[config.mk]
export PLATFORM = sky130hd
export DESIGN_NAME = storage_card_host_bus_select
export DESIGN_NICKNAME = d
export VERILOG_FILES = /design/src/host_bus_select_pkg.sv /design/src/storage_card_host_bus_select.sv
export SDC_FILE = /design/constraint.sdc
export NUM_CORES = 1
export LEC_CHECK = 0
export ABC_CLOCK_PERIOD_IN_PS = 1600
export BUFFER_PORTS_ARGS = -buffer_cell sky130_fd_sc_hd__buf_2
export CAP_MARGIN = 20
export CORE_MARGIN = 2
export CORE_UTILIZATION = 45
export CTS_CLUSTER_DIAMETER = 100
export CTS_CLUSTER_SIZE = 25
export DETAILED_ROUTE_END_ITERATION = 8
export PLACE_DENSITY = 0.81
export SETUP_SLACK_MARGIN = 0.3
export SYNTH_ARGS = -nofsm -noshare
export SYNTH_HDL_FRONTEND = slang
export SYNTH_SLANG_ARGS = --single-unit
[constraint.sdc]
create_clock -name clk_sys -period 1.6 [get_ports clk_sys]
set_clock_uncertainty 0.1 [all_clocks]
set_input_delay 0.16 -clock clk_sys [delete_from_list [all_inputs] [get_ports clk_sys]]
set_output_delay 0.16 -clock clk_sys [all_outputs]
set_load 0.02 [all_outputs]
[src/host_bus_select_pkg.sv]
// Shared types and constants for the storage card host bus front end
package host_bus_select_pkg;

  // ==========================================================================
  // Operating modes
  // ==========================================================================
  typedef enum logic [1:0] {
    MODE_MEMORY,
    MODE_IO,
    MODE_DISK
  } card_mode_e;

  // ==========================================================================
  // Widths and field positions
  // ==========================================================================
  localparam int unsigned DATA_W      = 16;
  localparam int unsigned BYTE_W      = 8;
  localparam int unsigned REG_SEL_W   = 3;   // Task file index width
  localparam int unsigned EVEN_LSB    = 0;   // Even byte starts on lane 0
  localparam int unsigned ODD_LSB     = 8;   // Odd byte starts on lane 8

  // ==========================================================================
  // Reset values
  // ==========================================================================
  localparam logic [DATA_W-1:0] DATA_RST = 16'h0000;

  // Lane decode result carried from decode to the pins
  typedef struct packed {
    logic low_lane_en;   // Lanes 7:0 carry a byte
    logic high_lane_en;  // Lanes 15:8 carry a byte
    logic odd_to_low;    // Odd byte steered onto lanes 7:0
  } lane_sel_s;

  // Disk emulation register select
  typedef struct packed {
    logic                 task_file;  // First chip select range
    logic                 ctrl_block; // Alternate status / device control
    logic [REG_SEL_W-1:0] index;      // Register index
  } reg_sel_s;

endpackage

[src/storage_card_host_bus_select.sv]
// Host bus front end: lane steering, register select, role, acknowledge, DMA
`timescale 1ns/1ns
`default_nettype none
// What this block does
// - In card modes high enable alone routes the odd byte
// - Eight-bit hosts reach all bytes on low lanes
// - First select is task file, second control
// - During DMA acknowledge: no selects, words only
// - Cable select pulled high; grounded means master
// - Even byte on lane 0, odd on 8
// - Task file bytes low lanes, data words
// - Acknowledge asserted on selected I/O reads
// - Acknowledge unused in memory mode
// - Request only when ready to move data
// - Strobe chooses DMA direction; device follows
// - Hold request until acknowledge, reassert if more
// - Request undriven when device not selected
// - Only address bits 2:0 pick register
module storage_card_host_bus_select
  import host_bus_select_pkg::*;
(
  input  wire logic              clk_sys,               // 250 MHz system clock
  input  wire logic              rst_n,                 // Synchronous reset
  input  wire card_mode_e        card_mode,             // Mode chosen at power up
  input  wire logic              low_card_enable_n,     // Low card enable / first select
  input  wire logic              high_card_enable_n,    // High card enable / second select
  input  wire logic [REG_SEL_W-1:0] addr,               // Address bits 2:0
  input  wire logic              io_read_strobe_n,      // I/O read strobe
  input  wire logic              io_write_strobe_n,     // I/O write strobe
  input  wire logic              cable_select_n,        // Pulled high on card
  input  wire logic              dma_ack_n,             // DMA acknowledge from host
  input  wire logic              dev_selected,          // Drive select matches our role
  input  wire logic              xfer_ready,            // Back end ready to move a word
  input  wire logic              xfer_more,             // More words remain
  input  wire logic [DATA_W-1:0] read_word,             // Word from the back end
  input  wire logic [DATA_W-1:0] data_in,               // Data pins, input side
  output logic [DATA_W-1:0]      data_out,              // Data pins, output side
  output logic [1:0]             data_oe,               // Per-byte lane drive enables
  output logic [DATA_W-1:0]      write_word,            // Word toward the back end
  output lane_sel_s              lane_sel,              // Registered lane decode
  output reg_sel_s               reg_sel,               // Registered register select
  output logic                   is_master,             // Role in disk emulation
  output logic                   io_read_acknowledge_n, // Acknowledge pin
  output logic                   dma_req,               // DMA request level
  output logic                   dma_req_oe,            // DMA request drive enable
  output logic                   dma_dir_read,          // Last DMA strobe was a read
  output logic                   dma_protocol_err       // Select seen during DMA ack
);

  // ==========================================================================
  // Decode functions
  // ==========================================================================
  // Lane decode shared by read drive and write capture
  function automatic lane_sel_s lane_decode(input logic ce_lo_n, input logic ce_hi_n,
                                            input logic a0);
    lane_sel_s s;
    s = '0;
    if (!ce_lo_n && !ce_hi_n) begin
      s.low_lane_en  = 1'b1;   // Word access
      s.high_lane_en = 1'b1;
    end else if (!ce_hi_n) begin
      s.high_lane_en = 1'b1;   // Odd byte on its own lanes
    end else if (!ce_lo_n) begin
      s.low_lane_en  = 1'b1;
      s.odd_to_low   = a0;     // Byte host picks odd byte by address
    end
    return s;
  endfunction

  // ==========================================================================
  // Combinational decode
  // ==========================================================================
  logic      disk_mode;     // Disk emulation active
  logic      dma_active;    // Host acknowledges DMA
  logic      any_strobe;    // A read or write strobe is low
  logic      io_mode;       // PC card I/O mode active
  lane_sel_s lane_d;        // Next lane selection
  reg_sel_s  reg_d;         // Next register select

  assign disk_mode  = (card_mode == MODE_DISK);
  assign dma_active = disk_mode && !dma_ack_n;
  assign any_strobe = !io_read_strobe_n || !io_write_strobe_n;
  // Acknowledge is gated by this, the read strobe and the selects, so memory mode can never raise it
  assign io_mode    = (card_mode == MODE_IO);

  // Lane selection per mode
  always_comb begin
    lane_d = '0;
    reg_d  = '0;
    if (dma_active) begin
      lane_d.low_lane_en  = 1'b1;
      lane_d.high_lane_en = 1'b1;
    end else if (disk_mode) begin
      reg_d.task_file  = !low_card_enable_n;
      reg_d.ctrl_block = !high_card_enable_n;
      reg_d.index      = addr;
      // Register accesses are bytes on low lanes only
      lane_d.low_lane_en = reg_d.task_file || reg_d.ctrl_block;
    end else begin
      lane_d = lane_decode(low_card_enable_n, high_card_enable_n, addr[0]);
    end
  end

  // Read data steering; odd byte moved down for byte hosts
  logic [DATA_W-1:0] drive_d;
  always_comb begin
    drive_d = read_word;
    if (lane_d.odd_to_low) begin
      drive_d[EVEN_LSB +: BYTE_W] = read_word[ODD_LSB +: BYTE_W];
    end
  end

  // ==========================================================================
  // Data lanes
  // ==========================================================================
  // Drive only while the host strobes a read, so writes never fight the host
  always_ff @(posedge clk_sys) begin
    if (!rst_n) begin
      data_out <= DATA_RST;
      data_oe  <= 2'h0;
    end else begin
      data_out <= drive_d;
      data_oe  <= (!io_read_strobe_n) ? {lane_d.high_lane_en, lane_d.low_lane_en} : 2'h0;
    end
  end

  // Write capture; byte host odd data arrives on low lanes
  always_ff @(posedge clk_sys) begin
    if (!rst_n) begin
      write_word <= DATA_RST;
    end else if (!io_write_strobe_n) begin
      write_word <= data_in;
      if (lane_d.odd_to_low) begin
        write_word[ODD_LSB +: BYTE_W] <= data_in[EVEN_LSB +: BYTE_W];
      end
    end
  end

  // Decode results registered for the back end
  always_ff @(posedge clk_sys) begin
    if (!rst_n) begin
      lane_sel <= '0;
      reg_sel  <= '0;
    end else begin
      lane_sel <= lane_d;
      reg_sel  <= reg_d;
    end
  end

  // ==========================================================================
  // Role from cable select
  // ==========================================================================
  // Pin reads high when open due to the on-card pull up; card modes ignore it
  always_ff @(posedge clk_sys) begin
    if (!rst_n) begin
      is_master <= 1'b0;
    end else begin
      is_master <= disk_mode && !cable_select_n;
    end
  end

  // ==========================================================================
  // Input acknowledge
  // ==========================================================================
  // Only in I/O mode; memory and disk modes keep it negated
  always_ff @(posedge clk_sys) begin
    if (!rst_n) begin
      io_read_acknowledge_n <= 1'b1;
    end else begin
      io_read_acknowledge_n <= !(io_mode && !io_read_strobe_n &&
                                 (!low_card_enable_n || !high_card_enable_n));
    end
  end

  // ==========================================================================
  // DMA request handshake
  // ==========================================================================
  // Request rises when ready; falls once acknowledged with no words left, or on deselect
  always_ff @(posedge clk_sys) begin
    if (!rst_n) begin
      dma_req <= 1'b0;
    end else if (!disk_mode || !dev_selected) begin
      dma_req <= 1'b0;
    end else if (dma_req) begin
      if (dma_active && !xfer_more) begin
        dma_req <= 1'b0;
      end
    end else if (xfer_ready && xfer_more && dma_ack_n) begin
      dma_req <= 1'b1;
    end
  end

  // Not driven when another device owns the bus
  always_ff @(posedge clk_sys) begin
    if (!rst_n) begin
      dma_req_oe <= 1'b0;
    end else begin
      dma_req_oe <= disk_mode && dev_selected;
    end
  end

  // Direction follows whichever strobe the host pulses
  always_ff @(posedge clk_sys) begin
    if (!rst_n) begin
      dma_dir_read <= 1'b0;
    end else if (dma_active && any_strobe) begin
      dma_dir_read <= !io_read_strobe_n;
    end
  end

  // Sticky flag when the host breaks the select-negated contract
  always_ff @(posedge clk_sys) begin
    if (!rst_n) begin
      dma_protocol_err <= 1'b0;
    end else if (dma_active && (!low_card_enable_n || !high_card_enable_n)) begin
      dma_protocol_err <= 1'b1;
    end
  end

  // ==========================================================================
  // Assertions
  // ==========================================================================
  a_ack_memory_idle: assert property (@(posedge clk_sys) disable iff (!rst_n)
    (card_mode == MODE_MEMORY) |=> io_read_acknowledge_n)
    else $error("acknowledge asserted in memory mode");

  a_ack_io_read: assert property (@(posedge clk_sys) disable iff (!rst_n)
    (card_mode == MODE_IO && !io_read_strobe_n && !low_card_enable_n)
      |=> !io_read_acknowledge_n)
    else $error("acknowledge missing on selected read");

  a_ack_no_read: assert property (@(posedge clk_sys) disable iff (!rst_n)
    io_read_strobe_n |=> io_read_acknowledge_n)
    else $error("acknowledge asserted without read");

  a_req_hold: assert property (@(posedge clk_sys) disable iff (!rst_n)
    (dma_req && dma_ack_n && disk_mode && dev_selected) |=> dma_req)
    else $error("request dropped before acknowledge");

  a_req_undriven: assert property (@(posedge clk_sys) disable iff (!rst_n)
    !dev_selected |=> !dma_req_oe)
    else $error("request driven while unselected");

  a_req_ready: assert property (@(posedge clk_sys) disable iff (!rst_n)
    $rose(dma_req) |-> $past(xfer_ready))
    else $error("request raised while not ready");

  a_dma_word: assert property (@(posedge clk_sys) disable iff (!rst_n)
    (dma_active && !io_read_strobe_n) |=> (data_oe == 2'h3))
    else $error("DMA read not a full word");

  a_task_low_lane: assert property (@(posedge clk_sys) disable iff (!rst_n)
    (disk_mode && dma_ack_n) |=> !lane_sel.high_lane_en)
    else $error("task file access used high lanes");

  a_odd_byte_low: assert property (@(posedge clk_sys) disable iff (!rst_n)
    (!disk_mode && !low_card_enable_n && high_card_enable_n && addr[0])
      |=> (data_out[EVEN_LSB +: BYTE_W] == $past(read_word[ODD_LSB +: BYTE_W])))
    else $error("odd byte not steered to low lanes");

  a_master_role: assert property (@(posedge clk_sys) disable iff (!rst_n)
    (disk_mode && !cable_select_n) |=> is_master)
    else $error("grounded cable select not master");

endmodule
`default_nettype wire

== Yosys cells after proc, flatten, opt, wreduce, memory -nomap -nowiden ==
Index checks and enable logic that the tools add are counted.

* Word-level logic and storage cells: 62
* Bits in registers: 48
* Output and inout bits: 48

* Reduce and logical (&&, ||, !) cells: 27
* Muxes and demuxes: 16
* Bitwise operators: 2
* Equality and inequality tests: 2

{| class="wikitable"
|+ Operators by type and width
! cell !! count
|-
| $mux W8 || 2
|-
| $logic_and A1 B1 Y1 || 11
|-
| $mux W1 || 11
|-
| $logic_not A1 Y1 || 10
|-
| $mux W2 || 3
|-
| $reduce_or A2 Y1 || 2
|-
| $logic_or A1 B1 Y1 || 3
|-
| $reduce_or A3 Y1 || 1
|-
| $eq A2 B1 Y1 const B || 1
|-
| $eq A2 B2 Y1 const B || 1
|-
| $not A1 Y1 || 2
|}

== Depth between registers and ports, before layout ==
Gate-level depths: netlist of the first run.

* Depth in word-level cells: 6
* Gate-level depth with buffers: 5
* Depth with buffers taken out: 3

== Least setup slack after synthesis of the first run ==
OpenSTA, ideal clock, no wires.

* Path type: in2reg
* Start: input io_write_strobe_n
* End: register write_word[10]
* Setup slack: 0.543 ns
* Arrival time: 0.836 ns
* Buffers on the path: 2
* Cell stages on the path: 5
* Library setup time: 0.122 ns
* Path through: buf_2 buf_4 inv_1 o21ai_0 a21oi_1

{| class="wikitable"
|+ RTL lines
! element !! RTL line !! RTL
|-
| start, declared || storage_card_host_bus_select.sv:29 || <nowiki>input wire logic io_write_strobe_n,</nowiki>
|-
| end signal, assigned || storage_card_host_bus_select.sv:132 || <nowiki>write_word <= data_in;</nowiki>
|-
| end signal, assigned by index || storage_card_host_bus_select.sv:134 || <nowiki>write_word[ODD_LSB +: BYTE_W] <= data_in[EVEN_LSB +: BYTE_W];</nowiki>
|-
| end, declared || storage_card_host_bus_select.sv:39 || <nowiki>output logic [DATA_W-1:0] write_word,</nowiki>
|}

== Final worst setup path of the first run ==
* Start: input card_mode[1]
* End: register io_read_acknowledge_n

* Word-level cells in the longest chain between the ends: 4

{| class="wikitable"
|+ Ends and longest elaborated chain
! element !! RTL line !! RTL
|-
| start, declared || storage_card_host_bus_select.sv:24 || <nowiki>input wire card_mode_e card_mode,</nowiki>
|-
| $eq A2 B1 Y1 || storage_card_host_bus_select.sv:84 || <nowiki>assign io_mode = (card_mode == MODE_IO);</nowiki>
|-
| $logic_and A1 B1 Y1 (2 in a row) || storage_card_host_bus_select.sv:170 || <nowiki>io_read_acknowledge_n <= !(io_mode && !io_read_strobe_n &&</nowiki>
|-
| $logic_not A1 Y1 || storage_card_host_bus_select.sv:170 ||
|-
| end signal, assigned || storage_card_host_bus_select.sv:170 ||
|-
| end, declared || storage_card_host_bus_select.sv:43 || <nowiki>output logic io_read_acknowledge_n,</nowiki>
|}

No other way between the ends.
A chain may end at the register's enable or synchronous reset.

==> metrics.cfg, run 1 <==
[outcome]
status=complete, no violations

[timing]
slew_violations=0
worst_slack_ps=504
fin_setup_tns_ps=0
fin_crit_sh=0.685
rsz0062_at_grt=no
final-hold-violation-count=0
min_period_ps=1100
maxSlewHeadroom=0.648
setup_viol=0
tightest_slew_ps=526
fmax_mhz=912

[synthesis]
synth-async-reset-ratio=0
yosysWarnings=0
synth_area_sq_mm=0.00176
ys_top_cells_by_area=dfxtp_1 (55%), o21ai_0 (7.1%), mux2i_1 (5.1%)
yosysTopAreaCell=dfxtp_1
netlist_instances=177
yosysUniqueCellTypes=30
synth_edf_count=0
synth_top_area_frac=0.545
synth_flop_cell=dfxtp_1
synthesis.nets=225
ys_seq_elements=48
synth.most_common_cell=dfxtp_1
synth_area_per_cell_sq_um=9.95
synthTopCellsByCount=dfxtp_1 (48), o21ai_0 (25), and2_1 (12), a21boi_0 (10)
yosysSeqAreaShare=0.545

[clock_tree]
clock_latency_ps=290
clockBufferDepth=2
htree_levels=2
holdBufCountCts=17
cts-root-buf=clkbuf_8
cts_tree=yes
cts.sinks=48
cts_buffers=5
cts_resized=0
cts.clk_slew.worst_paths_ps=90
cts_setup_buffers=0

[worst_setup_path]
cp.arrival_ps=1190
end_kind=register
crit_type=input pin to register
cp-start-kind=input pin
critical_path.max_fanout=3
worstPathRequired_ps=1690

[place]
gp_congestion=0.793
dp_slack_ps=207
place_area_sq_mm=0.00224
io_buffers=95
place_hpwl_um=3070

[floorplanning]
ios=96
coreArea_sq_mm=0.00372
fp.dieH_um=66.6
start_util=0.474
die_area_sq_mm=0.00443
row_count=22
die_w_um=66.6

[cells_and_area]
diodes=0
design_area_sq_mm=0.00250
area_delta_synth_final_pct=41.9
regArea_sq_um=961
fill_cells=322
nets=334
drive_gt1_frac=0.376
multiInputGateArea_sq_um=707

[routing]
antenna_left=0
vias=1645
drt_iter0_markers=136
vias_per_cell=4.91
routedWlPerCell_um=13.1
drc=0
dr.pass1.iters=4
routed_wl_um=4370

[power]
power_density_mw_per_mm2=953
vdd_drop_max_v=0.000453
power.leakage_nw=1.21

[global_route]
use_met1=0.250
grt.met2_usage=0.345
grt.total_usage=0.206
grt_pass1_vias=1550
grt_antenna_before_repair=0
busiest_layer=met2
grtUsageMet3=0.0557
grt-ovfl-total=0
grt_pass1_wl_um=6870
grt_max_degree=24

[min_path]
hold_path_class=input pin to register

[job]
maxCapViolations=0

[final timing paths]
path / from / depth (start not counted) / slack [ps] / to
worst max-delay path: card_mode[1] / 4 / 500 / io_read_acknowledge_n$_SDFF_PN1_
worst min-delay path: data_in[15] / 3 / 20 / write_word[15]$_SDFFE_PN0N_
worst max register to register: dma_req$_SDFF_PP0_ / 3 / 800 / dma_req$_SDFF_PP0_
worst min register to register: dma_protocol_err$_SDFFE_PN0P_ / 1 / 390 / dma_protocol_err$_SDFFE_PN0P_
[cells in the final DEF, fill, tap and decap left out, drive strengths merged, types with 2 or more instances in the layout]
cell type	synthesis	final
mux2i	9	9
nand2	5	5
nor2	3	3
nor2b	9	9
a21oi	8	8
nor3b	2	2
dfxtp	48	48
o21ai	25	25
dlygate4sd3	0	17
a31oi	8	8
nand3	9	9
and3	3	3
buf	9	99
a21boi	10	10
clkbuf	5	5
o21a	2	2
and3b	2	2
clkinvlp	0	2
and2	12	12
[cells by family after synthesis]
family | Yosys count | synth area share
buf+inv | 15 | 0.0533
simple gates | 50 | 0.168
compound gates | 55 | 0.183
flops | 48 | 0.545
mux | 9 | 0.0511
[flip-flops by register name, indices dropped and copies added, names as in the netlist]
name,cells
is_master,1
dma_dir_read,1
io_read_acknowledge_n,1
data_oe,2
reg_sel,5
write_word,16
dma_protocol_err,1
dma_req_oe,1
dma_req,1
data_out,16
lane_sel,3
[final cells by class]
type | instances | share of cell area
inverter | 1 | 0.00150
clock inverter | 3 | 0.00951
sequential | 48 | 0.384
tap | 48 | 0.0240
multi-input combinational | 114 | 0.283
clock buffer | 5 | 0.0275
timing repair buffer | 116 | 0.270
[stage by stage]
step                      total power, mW  hold slack [ps]  std cells  utilization
after floorplan                      1.52              132        177            -
after global placement               1.66              228        310        0.602
after detailed placement             1.66              238        310        0.602
after CTS                            2.41             8.11        335        0.673
after global routing                 2.52             17.4        335        0.673
final                                2.38             19.8        335        0.673
[report_power, final]
group	switching, mW	internal (mW)	total (mW)
combinational	0.219	0.173	0.393
clock	0.404	0.310	0.714
sequential	0.0207	1.26	1.28
total	0.644	1.74	2.38
[worst max-delay path, stage by stage]
cell	delay, ps
buf_2	110
dlygate4sd3_1	560
nor4bb_1	280
nand2_1	80
[metal layers]
metal  routed length (um)  share of wire
met4                   76          0.017
met5                    0              0
met1                 1910           0.44
met3                  299          0.068
met2                 2090           0.48
Power figures use the tool's default switching activity.
==> inputs of run 2 (changes only) <==
- ABC_CLOCK_PERIOD_IN_PS: 1600 -> 1000
- CORE_UTILIZATION: 45 -> 39
- PLACE_DENSITY: 0.81 -> 0.74
- clock period: 1.6 -> 1 ns (I/O delays scaled with it)
==> metrics.cfg, run 2 (synthesized netlist as in run 1, its figures left out) <==
[outcome]
status=finished, violations left
violations=negative hold slack

[cells_and_area]
area_delta_synth_final_pct=89.7
reg.largest.list=data_out (16), write_word (16), reg_sel (5)
drive_gt1_frac=0.758  ; +0.382
final_common_cell=buf_6
fill_cells=279  ; -13%
diodes=0  ; unchanged
design_area_sq_mm=0.00334  ; +34%
nets=345  ; +3.3%
final_cells=350  ; +4.5%
final_cell_mix=buf_6 (57), dfxtp_2 (47), buf_2 (42), o21ai_2 (15), buf_4 (15)

[place]
place_hpwl_um=3430  ; +12%
dp_slack_ps=-126  ; -332 ps
placed_cells=327  ; +5.5%
place_area_sq_mm=0.00241  ; +7.9%
io_buffers=95  ; unchanged
gp_congestion=0.823  ; +3.8%

[power]
vdd_drop_max_v=0.00128  ; +180%
power_density_mw_per_mm2=1310  ; +38%
power.leakage_nw=1.47  ; +21%
total_power_mw=4.38  ; +84%

[routing]
routed_wl_um=5770  ; +32%
vias=1812  ; +10%
antenna_left=0  ; unchanged
drc=0  ; unchanged
routedWlPerCell_um=16.5  ; +26%
drt_iter0_markers=94  ; -31%
dr.pass1.iters=4  ; unchanged
vias_per_cell=5.18  ; +5.4%

[clock_tree]
cts_buffers=5  ; unchanged
cts.sinks=48  ; unchanged
htree_levels=2  ; unchanged
cts-root-buf=clkbuf_8
clock_latency_ps=300  ; about the same
holdBufCountCts=1  ; -16
cts.clk_slew.worst_paths_ps=90  ; about the same
cts_tree=yes
clockBufferDepth=2  ; unchanged

[timing]
tightest_slew_ps=300  ; -226 ps
hold_slack_ps=-109  ; -128 ps
min_period_ps=982
fin_crit_sh=0.982
worst_slack_ps=18.4  ; -485 ps
final-hold-violation-count=35  ; +35
setup_viol=0  ; unchanged
fmax_mhz=1020
slew_violations=0  ; unchanged
maxSlewHeadroom=0.800  ; +0.151
rsz0062_at_grt=yes

[worst_setup_path]
cpPeakStageDelay_ps=360  ; -200 ps
cp-start-kind=register
worstPathRequired_ps=800  ; -890 ps
end_kind=output pin
crit_chain=buf_6
cp.arrival_ps=780  ; -410 ps
critical_path.max_fanout=2  ; -1
critPathSlowestCell=dfxtp_2
crit_type=register to output pin
cp_top_family=flip-flops
timing.critical_path.buf_inv=1  ; -1

[floorplanning]
row_count=24  ; +9.1%
ios=96  ; unchanged
fp.dieH_um=71.2  ; +7.0%
start_util=0.405  ; -0.0695
die_w_um=71.2  ; +7.0%
die_area_sq_mm=0.00507  ; +14%
coreArea_sq_mm=0.00435  ; +17%

[global_route]
grt-ovfl-total=0  ; unchanged
grt_pass1_vias=1891  ; +22%
grt.met2_usage=0.392  ; +0.0470
grt_antenna_before_repair=0  ; unchanged
grt.total_usage=0.222  ; +0.0155
grtUsageMet3=0.0450  ; -0.0107
grt_max_degree=23  ; -4.2%
grt_pass1_wl_um=8870  ; +29%
busiest_layer=met2
use_met1=0.263  ; +0.0125

[job]
maxCapViolations=0  ; unchanged

[min_path]
hold_path_class=input pin to register

[run 2: cell count changes in the layout (fill, tap and decap cells not counted), sizes merged]
cell | before | now
and3b | 2 | 3
buf | 99 | 125
clkbuf | 5 | 6
clkinvlp | 2 | 1
dlygate4sd3 | 17 | 1
[run 2: cell type report]
class	count	area, sq um	area share
Clock buffer	6	93.8	0.0281
Clock inverter	2	12.5	0.00374
Inverter	1	3.75	0.00112
Multi-Input combinational cell	115	953	0.285
Sequential cell	48	1020	0.306
Tap cell	52	65.1	0.0195
Timing Repair Buffer	126	1190	0.356
[run 2: final timing paths]
kind | cells past startpoint | startpoint | end | slack [ps]
worst min register to register | 1 | dma_protocol_err$_SDFFE_PN0P_ | dma_protocol_err$_SDFFE_PN0P_ | 410
worst max register to register | 4 | dma_req$_SDFF_PP0_ | dma_req$_SDFF_PP0_ | 70
worst max-delay path | 1 | dma_protocol_err$_SDFFE_PN0P_ | dma_protocol_err | 20
worst min-delay path | 2 | addr[2] | reg_sel[2]$_SDFF_PP0_ | -110
[run 2: repair_timing]
item,in CTS,in global routing
setup buffers,9,2
endpoints found under the hold margin,40,33
gates cloned,3,0
gates resized for setup,189,31
pin swaps,26,16
endpoints found under the setup margin,84,85
[run 2: routing by layer]
| layer | up-vias | wire length (um) |
|---|---|---|
| met3 | 11 | 343 |
| met1 | 863 | 2200 |
| met5 | - | 0 |
| met4 | 0 | 116 |
| met2 | 75 | 3110 |
| li1 | 863 | - |
[run 2: power by group]
| part | switching (mW) | leakage [nW] | internal, mW |
|---|---|---|---|
| clock network | 0.672 | 0.0523 | 0.640 |
| logic | 0.460 | 1.00 | 0.521 |
| registers | 0.0632 | 0.412 | 2.03 |
[run 2: metrics by stage]
step                TNS, ps   util
floorplan                 0      -
global placement      -1220  0.554
detailed placement    -1820  0.554
CTS                       0  0.736
global route          -10.5  0.768
finish                    0  0.768
